===== src/pid_cfg.svh =====
// pid_cfg.svh: offsets, field positions, reset values and timing counts
// assumes: included by bare name, APB byte addresses, 250 MHz clock
`ifndef PID_CFG_SVH
`define PID_CFG_SVH
`define PID_ADDR_W 8
`define PID_OFF_CTRL 8'h00
`define PID_OFF_EDGE_SEL 8'h04
`define PID_OFF_TMR_PERIOD 8'h08
`define PID_OFF_PORT1_END 8'h0c
`define PID_OFF_PORT2_END 8'h10
`define PID_OFF_PORT3_END 8'h14
`define PID_OFF_CAPTURE_A 8'h18
`define PID_OFF_CAPTURE_B 8'h1c
`define PID_OFF_IRQ_STATUS 8'h20
`define PID_OFF_IRQ_ENABLE 8'h24
`define PID_OFF_IRQ_CLEAR 8'h28
`define PID_OFF_SEQ_STATE 8'h2c
`define PID_OFF_PENDING 8'h30
`define PID_CTRL_TMR_EN 0
`define PID_CTRL_TMR_FINE 1
`define PID_CTRL_CAP_A_EN 2
`define PID_CTRL_CAP_B_EN 3
`define PID_CTRL_RST 4'h0
`define PID_EDGE_SEL_RST 8'hff
`define PID_TMR_PERIOD_RST 7'h0a
`define PID_END_CHAR_RST 16'h000d
`define PID_IRQ_W 6
`define PID_NSRC 28
`define PID_SRC_TMR 16
`define PID_SRC_CNT 17
`define PID_SRC_SER 25
`define PID_VEC_TIMER 10'h262
`define PID_VEC_SER_BASE 10'h08c
`define PID_CLK_MHZ 250
`define PID_TICK_COARSE_US 1000
`define PID_TICK_FINE_US 100
`define PID_TICK_COARSE_CYC (`PID_TICK_COARSE_US * `PID_CLK_MHZ)
`define PID_TICK_FINE_CYC (`PID_TICK_FINE_US * `PID_CLK_MHZ)
`endif


===== src/pid_pkg.sv =====
// pid_pkg.sv: types of the interrupt dispatch block
// assumes: pid_cfg.svh holds the register offsets, reset values, source indices and timing counts
package pid_pkg;
  typedef enum logic [0:0] {
    PID_RUN_MAIN = 1'b0,
    PID_RUN_HANDLER = 1'b1
  } pid_seq_state_type;
  typedef logic [9:0] pid_vector_type;
endpackage : pid_pkg


===== src/pid_dispatch.sv =====
// pid_dispatch.sv: interrupt dispatch for the instruction sequencer, with APB registers
// assumes: sequencer strobes on mclk_in; input lines are asynchronous pins
//
// Contract
// - any of eight lines' edge raises interrupt
// - rising edge takes vector ending 01
// - four categories: edge, timer, counter, serial
// - dispatch only between enable and disable; code still dispatches at the disable instruction's own boundary
// - test pending after every executed instruction; code tests only in the main program, and not at a return instruction
// - pending request starts handler at next boundary
// - return instruction resumes at saved address
// - periodic timer, 2-99ms or 0.2-9.9ms period
// - counter compare match, eight counter vectors
// - received byte matches end-character low byte
// - lines one/four capture counter A value
// - lines three/five capture counter B value
//
// Register access over APB and the placing of the registers were left to the implementer.
`timescale 1ns/1ps
`include "pid_cfg.svh"
module pid_dispatch #(
  parameter int PC_W = 16,
  parameter int TICK_COARSE_CYC = `PID_TICK_COARSE_CYC,
  parameter int TICK_FINE_CYC = `PID_TICK_FINE_CYC
) (
  // clock, reset, enable
  input wire logic mclk_in,
  input wire logic arst_n_in,
  input wire logic ce_in,
  // apb slave
  input wire logic psel_in,
  input wire logic penable_in,
  input wire logic pwrite_in,
  input wire logic [`PID_ADDR_W-1:0] paddr_in,
  input wire logic [31:0] pwdata_in,
  output logic [31:0] prdata_out,
  output logic pready_out,
  output logic pslverr_out,
  // sequencer
  input wire logic instr_done_in,
  input wire logic irq_enable_instruction_in,
  input wire logic irq_disable_instruction_in,
  input wire logic irq_return_instruction_in,
  input wire logic [PC_W-1:0] next_pc_in,
  output logic redirect_out,
  output pid_pkg::pid_vector_type vector_out,
  output logic resume_out,
  output logic [PC_W-1:0] resume_addr_out,
  // sources
  input wire logic [7:0] ext_line_in,
  input wire logic [7:0] cmp_match_in,
  input wire logic [31:0] counter_in0_in,
  input wire logic [31:0] counter_in2_in,
  input wire logic [2:0] rx_valid_in,
  input wire logic [23:0] rx_data_in,
  // interrupt
  output logic irq_out
);
  import pid_pkg::*;

  logic [3:0] ctrl_reg;
  logic [7:0] edge_sel_reg;
  logic [6:0] tmr_period_reg;
  logic [15:0] port1_end_character_reg;
  logic [15:0] port2_end_character_reg;
  logic [15:0] port3_end_character_reg;
  logic [31:0] capture_pair_a_reg;
  logic [31:0] capture_pair_b_reg;
  logic [`PID_IRQ_W-1:0] irq_status_reg;
  logic [`PID_IRQ_W-1:0] irq_enable_reg;
  logic [`PID_NSRC-1:0] pending_reg;
  logic [7:0] sync1_reg;
  logic [7:0] sync2_reg;
  logic [7:0] line_prev_reg;
  logic [17:0] prescale_reg;
  logic [6:0] tick_cnt_reg;
  logic irq_en_reg;
  pid_seq_state_type state_reg;
  logic [PC_W-1:0] saved_pc_reg;

  logic wr_acc;
  logic wr_clear;
  logic [`PID_IRQ_W-1:0] clear_bits;
  logic [7:0] rise;
  logic [7:0] fall;
  logic [7:0] ext_fire;
  logic tmr_fire;
  logic [2:0] ser_fire;
  logic [`PID_NSRC-1:0] src_set;
  logic [`PID_NSRC-1:0] take_mask;
  logic [`PID_IRQ_W-1:0] irq_set;
  logic cap_a_hit;
  logic cap_b_hit;
  logic do_dispatch;
  logic do_return;
  logic [4:0] sel_idx;
  logic sel_any;
  logic [17:0] tick_len;

  // apb handshake
  assign wr_acc = psel_in & penable_in & pready_out & pwrite_in;
  assign wr_clear = wr_acc && (paddr_in == `PID_OFF_IRQ_CLEAR);
  assign clear_bits = wr_clear ? pwdata_in[`PID_IRQ_W-1:0] : '0;

  always_ff @(posedge mclk_in or negedge arst_n_in) begin
    if (!arst_n_in) begin
      pready_out <= 1'b0;
      pslverr_out <= 1'b0;
      prdata_out <= 32'h0000_0000;
    end else if (ce_in) begin
      pready_out <= psel_in & ~penable_in;
      pslverr_out <= 1'b0;
      if (psel_in & ~penable_in) begin
        prdata_out <= 32'h0000_0000;
        if (paddr_in == `PID_OFF_CTRL) begin
          prdata_out <= {28'h0, ctrl_reg};
        end else if (paddr_in == `PID_OFF_EDGE_SEL) begin
          prdata_out <= {24'h0, edge_sel_reg};
        end else if (paddr_in == `PID_OFF_TMR_PERIOD) begin
          prdata_out <= {25'h0, tmr_period_reg};
        end else if (paddr_in == `PID_OFF_PORT1_END) begin
          prdata_out <= {16'h0, port1_end_character_reg};
        end else if (paddr_in == `PID_OFF_PORT2_END) begin
          prdata_out <= {16'h0, port2_end_character_reg};
        end else if (paddr_in == `PID_OFF_PORT3_END) begin
          prdata_out <= {16'h0, port3_end_character_reg};
        end else if (paddr_in == `PID_OFF_CAPTURE_A) begin
          prdata_out <= capture_pair_a_reg;
        end else if (paddr_in == `PID_OFF_CAPTURE_B) begin
          prdata_out <= capture_pair_b_reg;
        end else if (paddr_in == `PID_OFF_IRQ_STATUS) begin
          prdata_out <= {26'h0, irq_status_reg};
        end else if (paddr_in == `PID_OFF_IRQ_ENABLE) begin
          prdata_out <= {26'h0, irq_enable_reg};
        end else if (paddr_in == `PID_OFF_IRQ_CLEAR) begin
          prdata_out <= 32'h0000_0000;
        end else if (paddr_in == `PID_OFF_SEQ_STATE) begin
          prdata_out <= {14'h0, saved_pc_reg, state_reg, irq_en_reg};
        end else if (paddr_in == `PID_OFF_PENDING) begin
          prdata_out <= {4'h0, pending_reg};
        end else begin
          pslverr_out <= 1'b1;
        end
      end
    end
  end

  // software registers
  always_ff @(posedge mclk_in or negedge arst_n_in) begin
    if (!arst_n_in) begin
      ctrl_reg <= `PID_CTRL_RST;
      edge_sel_reg <= `PID_EDGE_SEL_RST;
      tmr_period_reg <= `PID_TMR_PERIOD_RST;
      port1_end_character_reg <= `PID_END_CHAR_RST;
      port2_end_character_reg <= `PID_END_CHAR_RST;
      port3_end_character_reg <= `PID_END_CHAR_RST;
      irq_enable_reg <= '0;
    end else if (ce_in && wr_acc) begin
      if (paddr_in == `PID_OFF_CTRL) begin
        ctrl_reg <= pwdata_in[3:0];
      end else if (paddr_in == `PID_OFF_EDGE_SEL) begin
        edge_sel_reg <= pwdata_in[7:0];
      end else if (paddr_in == `PID_OFF_TMR_PERIOD) begin
        tmr_period_reg <= pwdata_in[6:0];
      end else if (paddr_in == `PID_OFF_PORT1_END) begin
        port1_end_character_reg <= pwdata_in[15:0];
      end else if (paddr_in == `PID_OFF_PORT2_END) begin
        port2_end_character_reg <= pwdata_in[15:0];
      end else if (paddr_in == `PID_OFF_PORT3_END) begin
        port3_end_character_reg <= pwdata_in[15:0];
      end else if (paddr_in == `PID_OFF_IRQ_ENABLE) begin
        irq_enable_reg <= pwdata_in[`PID_IRQ_W-1:0];
      end
    end
  end

  // input line synchroniser and edge detect
  always_ff @(posedge mclk_in or negedge arst_n_in) begin
    if (!arst_n_in) begin
      sync1_reg <= 8'h00;
      sync2_reg <= 8'h00;
      line_prev_reg <= 8'h00;
    end else if (ce_in) begin
      sync1_reg <= ext_line_in;
      sync2_reg <= sync1_reg;
      line_prev_reg <= sync2_reg;
    end
  end
  assign rise = sync2_reg & ~line_prev_reg;
  assign fall = ~sync2_reg & line_prev_reg;
  assign ext_fire = (edge_sel_reg & rise) | (~edge_sel_reg & fall);

  // periodic timer
  assign tick_len = ctrl_reg[`PID_CTRL_TMR_FINE] ? 18'(TICK_FINE_CYC) : 18'(TICK_COARSE_CYC);
  assign tmr_fire = ctrl_reg[`PID_CTRL_TMR_EN] && (prescale_reg >= tick_len - 18'h1)
    && (tick_cnt_reg + 7'h1 >= tmr_period_reg);
  always_ff @(posedge mclk_in or negedge arst_n_in) begin
    if (!arst_n_in) begin
      prescale_reg <= 18'h0;
      tick_cnt_reg <= 7'h0;
    end else if (ce_in) begin
      if (!ctrl_reg[`PID_CTRL_TMR_EN]) begin
        prescale_reg <= 18'h0;
        tick_cnt_reg <= 7'h0;
      end else if (prescale_reg >= tick_len - 18'h1) begin
        prescale_reg <= 18'h0;
        tick_cnt_reg <= tmr_fire ? 7'h0 : tick_cnt_reg + 7'h1;
      end else begin
        prescale_reg <= prescale_reg + 18'h1;
      end
    end
  end

  // serial end-character match
  assign ser_fire[0] = rx_valid_in[0] && (rx_data_in[7:0] == port1_end_character_reg[7:0]);
  assign ser_fire[1] = rx_valid_in[1] && (rx_data_in[15:8] == port2_end_character_reg[7:0]);
  assign ser_fire[2] = rx_valid_in[2] && (rx_data_in[23:16] == port3_end_character_reg[7:0]);

  // request set vector, two slots per line
  always_comb begin
    src_set = '0;
    for (int i = 0; i < 8; i++) begin
      src_set[2*i] = edge_sel_reg[i] & rise[i];
      src_set[2*i+1] = ~edge_sel_reg[i] & fall[i];
    end
    src_set[`PID_SRC_TMR] = tmr_fire;
    src_set[`PID_SRC_CNT +: 8] = cmp_match_in;
    src_set[`PID_SRC_SER +: 3] = ser_fire;
  end

  // fixed priority select, lowest index first
  always_comb begin
    sel_idx = 5'h0;
    sel_any = 1'b0;
    for (int i = `PID_NSRC - 1; i >= 0; i--) begin
      if (pending_reg[i]) begin
        sel_idx = 5'(i);
        sel_any = 1'b1;
      end
    end
  end

  function automatic pid_vector_type vec_of(input logic [4:0] idx);
    pid_vector_type v;
    v = 10'h000;
    if (idx < 5'd16) begin
      v = 10'(idx[4:1]) * 10'd100 + {9'h0, ~idx[0]};
    end else if (idx == 5'd16) begin
      v = `PID_VEC_TIMER;
    end else if (idx < 5'd25) begin
      v = 10'(idx - 5'd16) * 10'd10;
    end else begin
      v = `PID_VEC_SER_BASE + 10'(idx - 5'd25) * 10'd10;
    end
    return v;
  endfunction : vec_of

  assign do_return = instr_done_in && irq_return_instruction_in && state_reg == PID_RUN_HANDLER;
  assign do_dispatch = instr_done_in && !irq_return_instruction_in && irq_en_reg
    && state_reg == PID_RUN_MAIN && sel_any;
  assign take_mask = do_dispatch ? (`PID_NSRC'(1) << sel_idx) : '0;

  // pending requests, new request wins over its own take
  always_ff @(posedge mclk_in or negedge arst_n_in) begin
    if (!arst_n_in) begin
      pending_reg <= '0;
    end else if (ce_in) begin
      pending_reg <= (pending_reg & ~take_mask) | src_set;
    end
  end

  // sequencer control
  always_ff @(posedge mclk_in or negedge arst_n_in) begin
    if (!arst_n_in) begin
      irq_en_reg <= 1'b0;
      state_reg <= PID_RUN_MAIN;
      saved_pc_reg <= '0;
      redirect_out <= 1'b0;
      vector_out <= 10'h000;
      resume_out <= 1'b0;
      resume_addr_out <= '0;
    end else if (ce_in) begin
      redirect_out <= 1'b0;
      resume_out <= 1'b0;
      if (instr_done_in && irq_enable_instruction_in) begin
        irq_en_reg <= 1'b1;
      end else if (instr_done_in && irq_disable_instruction_in) begin
        irq_en_reg <= 1'b0;
      end
      case (state_reg)
        PID_RUN_MAIN: begin
          if (do_dispatch) begin
            saved_pc_reg <= next_pc_in;
            redirect_out <= 1'b1;
            vector_out <= vec_of(sel_idx);
            state_reg <= PID_RUN_HANDLER;
          end
        end
        PID_RUN_HANDLER: begin
          if (do_return) begin
            resume_out <= 1'b1;
            resume_addr_out <= saved_pc_reg;
            state_reg <= PID_RUN_MAIN;
          end
        end
        default: state_reg <= PID_RUN_MAIN;
      endcase
    end
  end

  // counter capture on selected lines
  assign cap_a_hit = ctrl_reg[`PID_CTRL_CAP_A_EN] && (ext_fire[1] || ext_fire[4]);
  assign cap_b_hit = ctrl_reg[`PID_CTRL_CAP_B_EN] && (ext_fire[3] || ext_fire[5]);
  always_ff @(posedge mclk_in or negedge arst_n_in) begin
    if (!arst_n_in) begin
      capture_pair_a_reg <= 32'h0000_0000;
      capture_pair_b_reg <= 32'h0000_0000;
    end else if (ce_in) begin
      if (cap_a_hit) begin
        capture_pair_a_reg <= counter_in0_in;
      end
      if (cap_b_hit) begin
        capture_pair_b_reg <= counter_in2_in;
      end
    end
  end

  // sticky status, set wins over clear
  assign irq_set = {cap_b_hit, cap_a_hit, |ser_fire, |cmp_match_in, tmr_fire, |ext_fire};
  always_ff @(posedge mclk_in or negedge arst_n_in) begin
    if (!arst_n_in) begin
      irq_status_reg <= '0;
      irq_out <= 1'b0;
    end else if (ce_in) begin
      irq_status_reg <= (irq_status_reg & ~clear_bits) | irq_set;
      irq_out <= |(((irq_status_reg & ~clear_bits) | irq_set) & irq_enable_reg);
    end
  end

endmodule : pid_dispatch


===== config.mk =====
export PLATFORM = sky130hd
export DESIGN_NAME = pid_dispatch
export DESIGN_NICKNAME = d
export VERILOG_FILES = /design/src/pid_pkg.sv /design/src/pid_dispatch.sv
export VERILOG_INCLUDE_DIRS = /design/src
export SDC_FILE = /design/constraint.sdc
export NUM_CORES = 1
export LEC_CHECK = 0
export BUFFER_PORTS_ARGS = -buffer_cell sky130_fd_sc_hd__buf_4
export CORE_MARGIN = 5
export CORE_UTILIZATION = 24
export DETAILED_ROUTE_END_ITERATION = 12
export HOLD_SLACK_MARGIN = 0.02
export PLACE_DENSITY = 0.51
export SLEW_MARGIN = 20
export SYNTH_ARGS = -nofsm -noshare
export SYNTH_HDL_FRONTEND = slang
export SYNTH_SLANG_ARGS = --single-unit

===== constraint.sdc =====
create_clock -name mclk_in -period 14.3 [get_ports mclk_in]
set_input_delay 1.43 -clock mclk_in [delete_from_list [all_inputs] [get_ports mclk_in]]
set_output_delay 1.43 -clock mclk_in [all_outputs]
set_load 0.01 [all_outputs]

==> results of run 1 <==
power breakdown:
part           switching (mW)  leakage (nW)  total, mW  internal, mW
Sequential             0.0971          3.89       1.03         0.932
Combinational           0.225          4.48      0.421         0.195
Clock                   0.363         0.528      0.875         0.513
Total                   0.685          8.90       2.33          1.64
cell families (layout without fill, tap and decap cells):
kind of cell | count (synthesis) | after routing | share of synthesized area, %
buffers and inverters | 96 | 324 | 2.702
AND/OR/NAND/NOR | 438 | 438 | 13.92
flip-flops | 301 | 301 | 47.72
AO/OA/AOI/OAI | 334 | 334 | 14.39
multiplexers | 193 | 193 | 13.84
XOR/XNOR | 56 | 56 | 3.098
adder cells (fa/ha/maj) | 53 | 53 | 4.330
other | 0 | 2 | 0
stage by stage:
| stage | power [mW] | setup slack [ps] | cell area [sq um] | instances |
|---|---|---|---|---|
| floorplan | 1.222 | 9179 | 15830 | 1471 |
| global placement | 1.462 | 8388 | 18390 | 2503 |
| detailed placement | 1.468 | 8232 | 18390 | 2503 |
| CTS | 2.349 | 8215 | 19470 | 2562 |
| global route | 2.430 | 7824 | 19490 | 2563 |
| finish | 2.326 | 8164 | 19500 | 2565 |
cell type report:
cell class                 count  area, sq um
tap                          864         1081
clock inverter                 9        103.9
clock buffer                  50        982.2
multi-input combinational   1074         7865
antenna                        2        5.005
fill                        6841        46130
timing repair buffer         235         1788
sequential                   301         7556
inverter                      30        115.1
per-layer routing:
| layer | track usage (%) | share of wire (%) | vias up |
|---|---|---|---|
| met5 | 0 | 0.029 | - |
| met4 | 2.353 | 1.4 | 4 |
| met3 | 3.678 | 6.6 | 62 |
| met2 | 24.20 | 47 | 375 |
| met1 | 20.95 | 45 | 6381 |
| li1 | - | - | 5788 |
critical path: stages, from the launching register on:
cell and delay, ps:
dfrtp_1 440, nor4_1 740, nor2_1 110, o21ai_0 540, inv_1 290, ha_1 310, a21oi_1 750, xnor2_1 210
ha_1 380, fa_1 480, xor2_1 500, nand4_1 220, a31oi_1 230, o32ai_1 100, or3_1 360, and3_1 200
o31ai_1 200
cells in the mapped netlist (5+ instances only):
| cell | count |
|---|---|
| dfrtp_1 | 282 |
| nand2_1 | 177 |
| mux2_2 | 166 |
| nor2_1 | 94 |
| o21ai_0 | 69 |
| a21oi_1 | 65 |
| ha_1 | 50 |
| clkbuf_1 | 39 |
| xor2_1 | 32 |
| nand3_1 | 30 |
| a22o_1 | 29 |
| inv_1 | 29 |
| xnor2_1 | 24 |
| a22oi_1 | 20 |
| dfstp_2 | 19 |
| nor3_1 | 19 |
| a21o_1 | 18 |
| a31oi_1 | 18 |
| nor4_1 | 18 |
| mux2i_1 | 16 |
| o21a_1 | 15 |
| buf_2 | 14 |
| and3_1 | 13 |
| o22ai_1 | 13 |
| a221oi_1 | 11 |
| nand2b_1 | 11 |
| mux2_4 | 10 |
| o31ai_1 | 10 |
| a32o_1 | 8 |
| nand4_1 | 8 |
| nor2b_1 | 8 |
| nor3b_1 | 7 |
| a211oi_1 | 6 |
| buf_1 | 6 |
| nor4b_1 | 6 |
| and2_1 | 5 |
| o211ai_1 | 5 |
worst paths after layout:
path	from	slack, ps	cells after the start	to
max in group asynchronous	arst_n_in	11910	2	pending_reg[24]
worst max register to register	pending_reg[24]	8160	16	vector_out[9]
worst min register to register	prdata_out[25]	480	2	prdata_out[25]
worst max-delay path	pending_reg[24]	8160	16	vector_out[9]
worst min-delay path	prdata_out[25]	480	2	prdata_out[25]
min in group asynchronous	arst_n_in	930	1	prescale_reg[12]
==> results.cfg, run 1 <==
[timing]
timing.slew.headroom_pct = 26.99
finalSetupViolCount = 0
setup_tns_ps = 0
skew_ps = 17.65
hold_violations = 0
max_slew.worst_pin.slew_ps = 1095
maxSlewViolCount = 0
fmax_ghz = 0.1630
fin_hold_ws_ps = 481.9
finalCriticalPeriod_ps = 6136
min_period_over_period_pct = 42.91
rsz0062_at_grt = no

[worst_setup_path]
crit_arrival_ps = 6560
end_kind = flop
cp.required_ps = 14730
path_class = reg2reg
crit_fanout = 12
cp-start-kind = flop

[yosys]
ys.warnings.count = 0
netlist_area_sq_um = 15830
ys.flop_type = dfrtp_1
synth-seq-cells = 301
synth-async-reset-ratio_pct = 100.0
synthTopCellsByArea = dfrtp_1, mux2_2, nand2_1
yosysTopAreaCell = dfrtp_1
synth_cell_types = 92
syn_nets = 1697
yosys.area.top_type_share_pct = 44.57
seq_area_frac_synth_pct = 47.72
synth_cells = 1471
synth_area_per_cell_sq_um = 10.76
synth_edf_count = 0

[route]
wl_per_cell_microns = 21.70
final_antenna_net_count = 0
wl_microns = 55660
drc = 0
viasPerCell = 4.916
first_iter_violations = 969
dr.pass1.iters = 5
vias = 12610

[clock_network]
cts_buffer_depth = 3
clock-sinks = 301
cts_hold_buf = 0
path_clk_slew_ps = 60
cts-root-buf = clkbuf_16
cts_made_buffers = 34
cts_resized = 0
htreeDepth = 2
cts_tree = done
cts_setup_buffers = 0
clock_insertion_delay_worst_skew_ps = 530

[power_and_ir_drop]
leakage_nw = 8.900
power_density_nw_per_um2 = 119.3
irDropWorstVdd_mv = 0.08741

[placed_design]
gp_congestion = 0.8844
numPortBuffers = 219
hpwlAfterDp_microns = 41500

[min_path]
hold_class = reg2reg

[die]
initial_core_util_pct = 24.13
row_count = 94
coreArea_sq_um = 65630
die-area_sq_um = 71210
dieHeight_microns = 266.9
die_w_microns = 266.9
ios = 236

[global_routing]
overflow = 0
gr-usage-all-layers_pct = 15.01
grt_pass1_vias = 12830
grt_pass1_wl_microns = 83060
antenna_found_initial = 4
grt_max_degree = 172

[layout]
area_growth_pct = 23.13
fin_util_pct = 29.71
layout_commonest_cell = dfrtp_1
drive_gt1_share_pct = 30.61
final_cell_mix = dfrtp_1, buf_4, nand2_1
fin_nets = 1902

[status]
status = completed

[run]
drv_cap = 0
No activity file was read; power rests on OpenSTA's default activity.
==> run 2, diff against run 1 <==
Clock period 14.3 ns to 6.4 ns, I/O delays scaled along.
==> run 2 against run 1 <==
Clock-buffer cell count increased by 7. Clock power increased by 140%. Critical path depth unchanged. Cell area increased by 0.69%. Core utilization increased by 0.21 points. First-iteration DRC count decreased by 9.9%. Clock skew increased by 3.5 ps. Sequential power increased by 120%. Routed wire length increased by 1.4%. Power increased by 130%.
==> results.cfg, run 2 (same netlist as run 1, synthesis figures left out) <==
[status]
status = completed

[route]
first_iter_violations = 873
drc = 0
final_antenna_net_count = 0
wl_per_cell_microns = 21.99
dr.pass1.iters = 5
viasPerCell = 4.939
wl_microns = 56450
vias = 12680

[clock_network]
cts_resized = 0
path_clk_slew_ps = 60
cts_buffer_depth = 3
cts_hold_buf = 0
cts_tree = done
cts_setup_buffers = 0
htreeDepth = 2
clock-sinks = 301
cts-root-buf = clkbuf_16
cts_made_buffers = 35
clock_insertion_delay_worst_skew_ps = 530

[die]
ios = 236
dieHeight_microns = 266.9
row_count = 94
die-area_sq_um = 71210
coreArea_sq_um = 65630
initial_core_util_pct = 24.13
die_w_microns = 266.9

[placed_design]
gp_congestion = 0.8865
numPortBuffers = 219
hpwlAfterDp_microns = 41750
dp_slack_ps = 1093

[global_routing]
gr-usage-all-layers_pct = 15.27
overflow = 0
grt_max_degree = 189
grt_pass1_wl_microns = 84350
grt_pass1_vias = 12820
antenna_found_initial = 2

[worst_setup_path]
r2r_slack_ps = 1070
reg2reg_from = pending_reg[24]
end_kind = flop
startpoint = pending_reg[24]
r2r_end = vector_out[9]
reg2reg_depth = 16
crit_fanout = 7
crit_arrival_ps = 5770
path_class = reg2reg
cp.required_ps = 6840
cp-start-kind = flop

[timing]
min_period_over_period_pct = 83.24
maxSlewViolCount = 0
max_slew.worst_pin.slew_ps = 1102
setup_ws_ps = 1073
timing.slew.headroom_pct = 26.33
finalCriticalPeriod_ps = 5327
skew_ps = 21.11
setup_tns_ps = 0
fmax_ghz = 0.1877
rsz0062_at_grt = no
hold_violations = 0
fin_hold_ws_ps = 182.3
finalSetupViolCount = 0

[power_and_ir_drop]
irDropWorstVdd_mv = 0.2355
power_density_nw_per_um2 = 272.8
leakage_nw = 8.964

[layout]
antenna_cells = 0
area_growth_pct = 23.98
drive_gt1_share_pct = 30.77
fin_nets = 1903
layout_commonest_cell = dfrtp_1
final_cell_mix = dfrtp_1, buf_4, nand2_1

[min_path]
hold_class = in2async

[run]
drv_cap = 0
-- run 2: worst max path at each step --
| stage | end |
|---|---|
| floorplan | vector_out[9] |
| global placement | vector_out[9] |
| detailed placement | vector_out[9] |
| CTS | vector_out[9] |
| global route | vector_out[9] |
| finish | vector_out[9] |
-- run 2: per-layer routing --
layer | track usage, % | vias up | routed length [microns]
met5 | 0 | - | 59
met4 | 2.547 | 4 | 874
met3 | 3.531 | 65 | 3635
met2 | 24.62 | 373 | 26560
met1 | 21.39 | 6438 | 25320
li1 | - | 5798 | -
-- run 2: metrics by stage --
step,util (%),area (sq um),power (mW),cells
3_3_place_gp,28.02,18390,3.263,2503
2_1_floorplan,-,15830,2.731,1471
5_1_grt,29.91,19630,5.601,2567
4_1_cts,29.86,19600,5.408,2566
3_5_place_dp,28.03,18400,3.284,2503
6_report,29.91,19630,5.356,2567
-- run 2: area by class of cell --
class / count / area (sq um)
Fill cell: 6818 / 46000
Clock inverter: 6 / 107.6
Inverter: 30 / 115.1
Multi-Input combinational cell: 1074 / 7876
Clock buffer: 57 / 1091
Sequential cell: 301 / 7556
Tap cell: 864 / 1081
Timing Repair Buffer: 235 / 1804
-- run 2: power by group --
part / switching [mW] / leakage, nW / internal, mW
Clock: 0.820 / 0.584 / 1.28
Combinational: 0.512 / 4.49 / 0.439
Sequential: 0.216 / 3.89 / 2.08
-- run 2: worst max-delay path, cell delays in order (launching register included) --
cell and delay, ps:
dfrtp_1 420, nor4_1 730, nor2_1 110, o21ai_0 500, inv_1 280, ha_1 300, a21oi_1 220, xnor2_1 180
ha_1 300, fa_1 480, xor2_1 470, nand4_1 190, a31oi_1 220, o32ai_1 110, or3_1 350, and3_1 190
o31ai_1 190
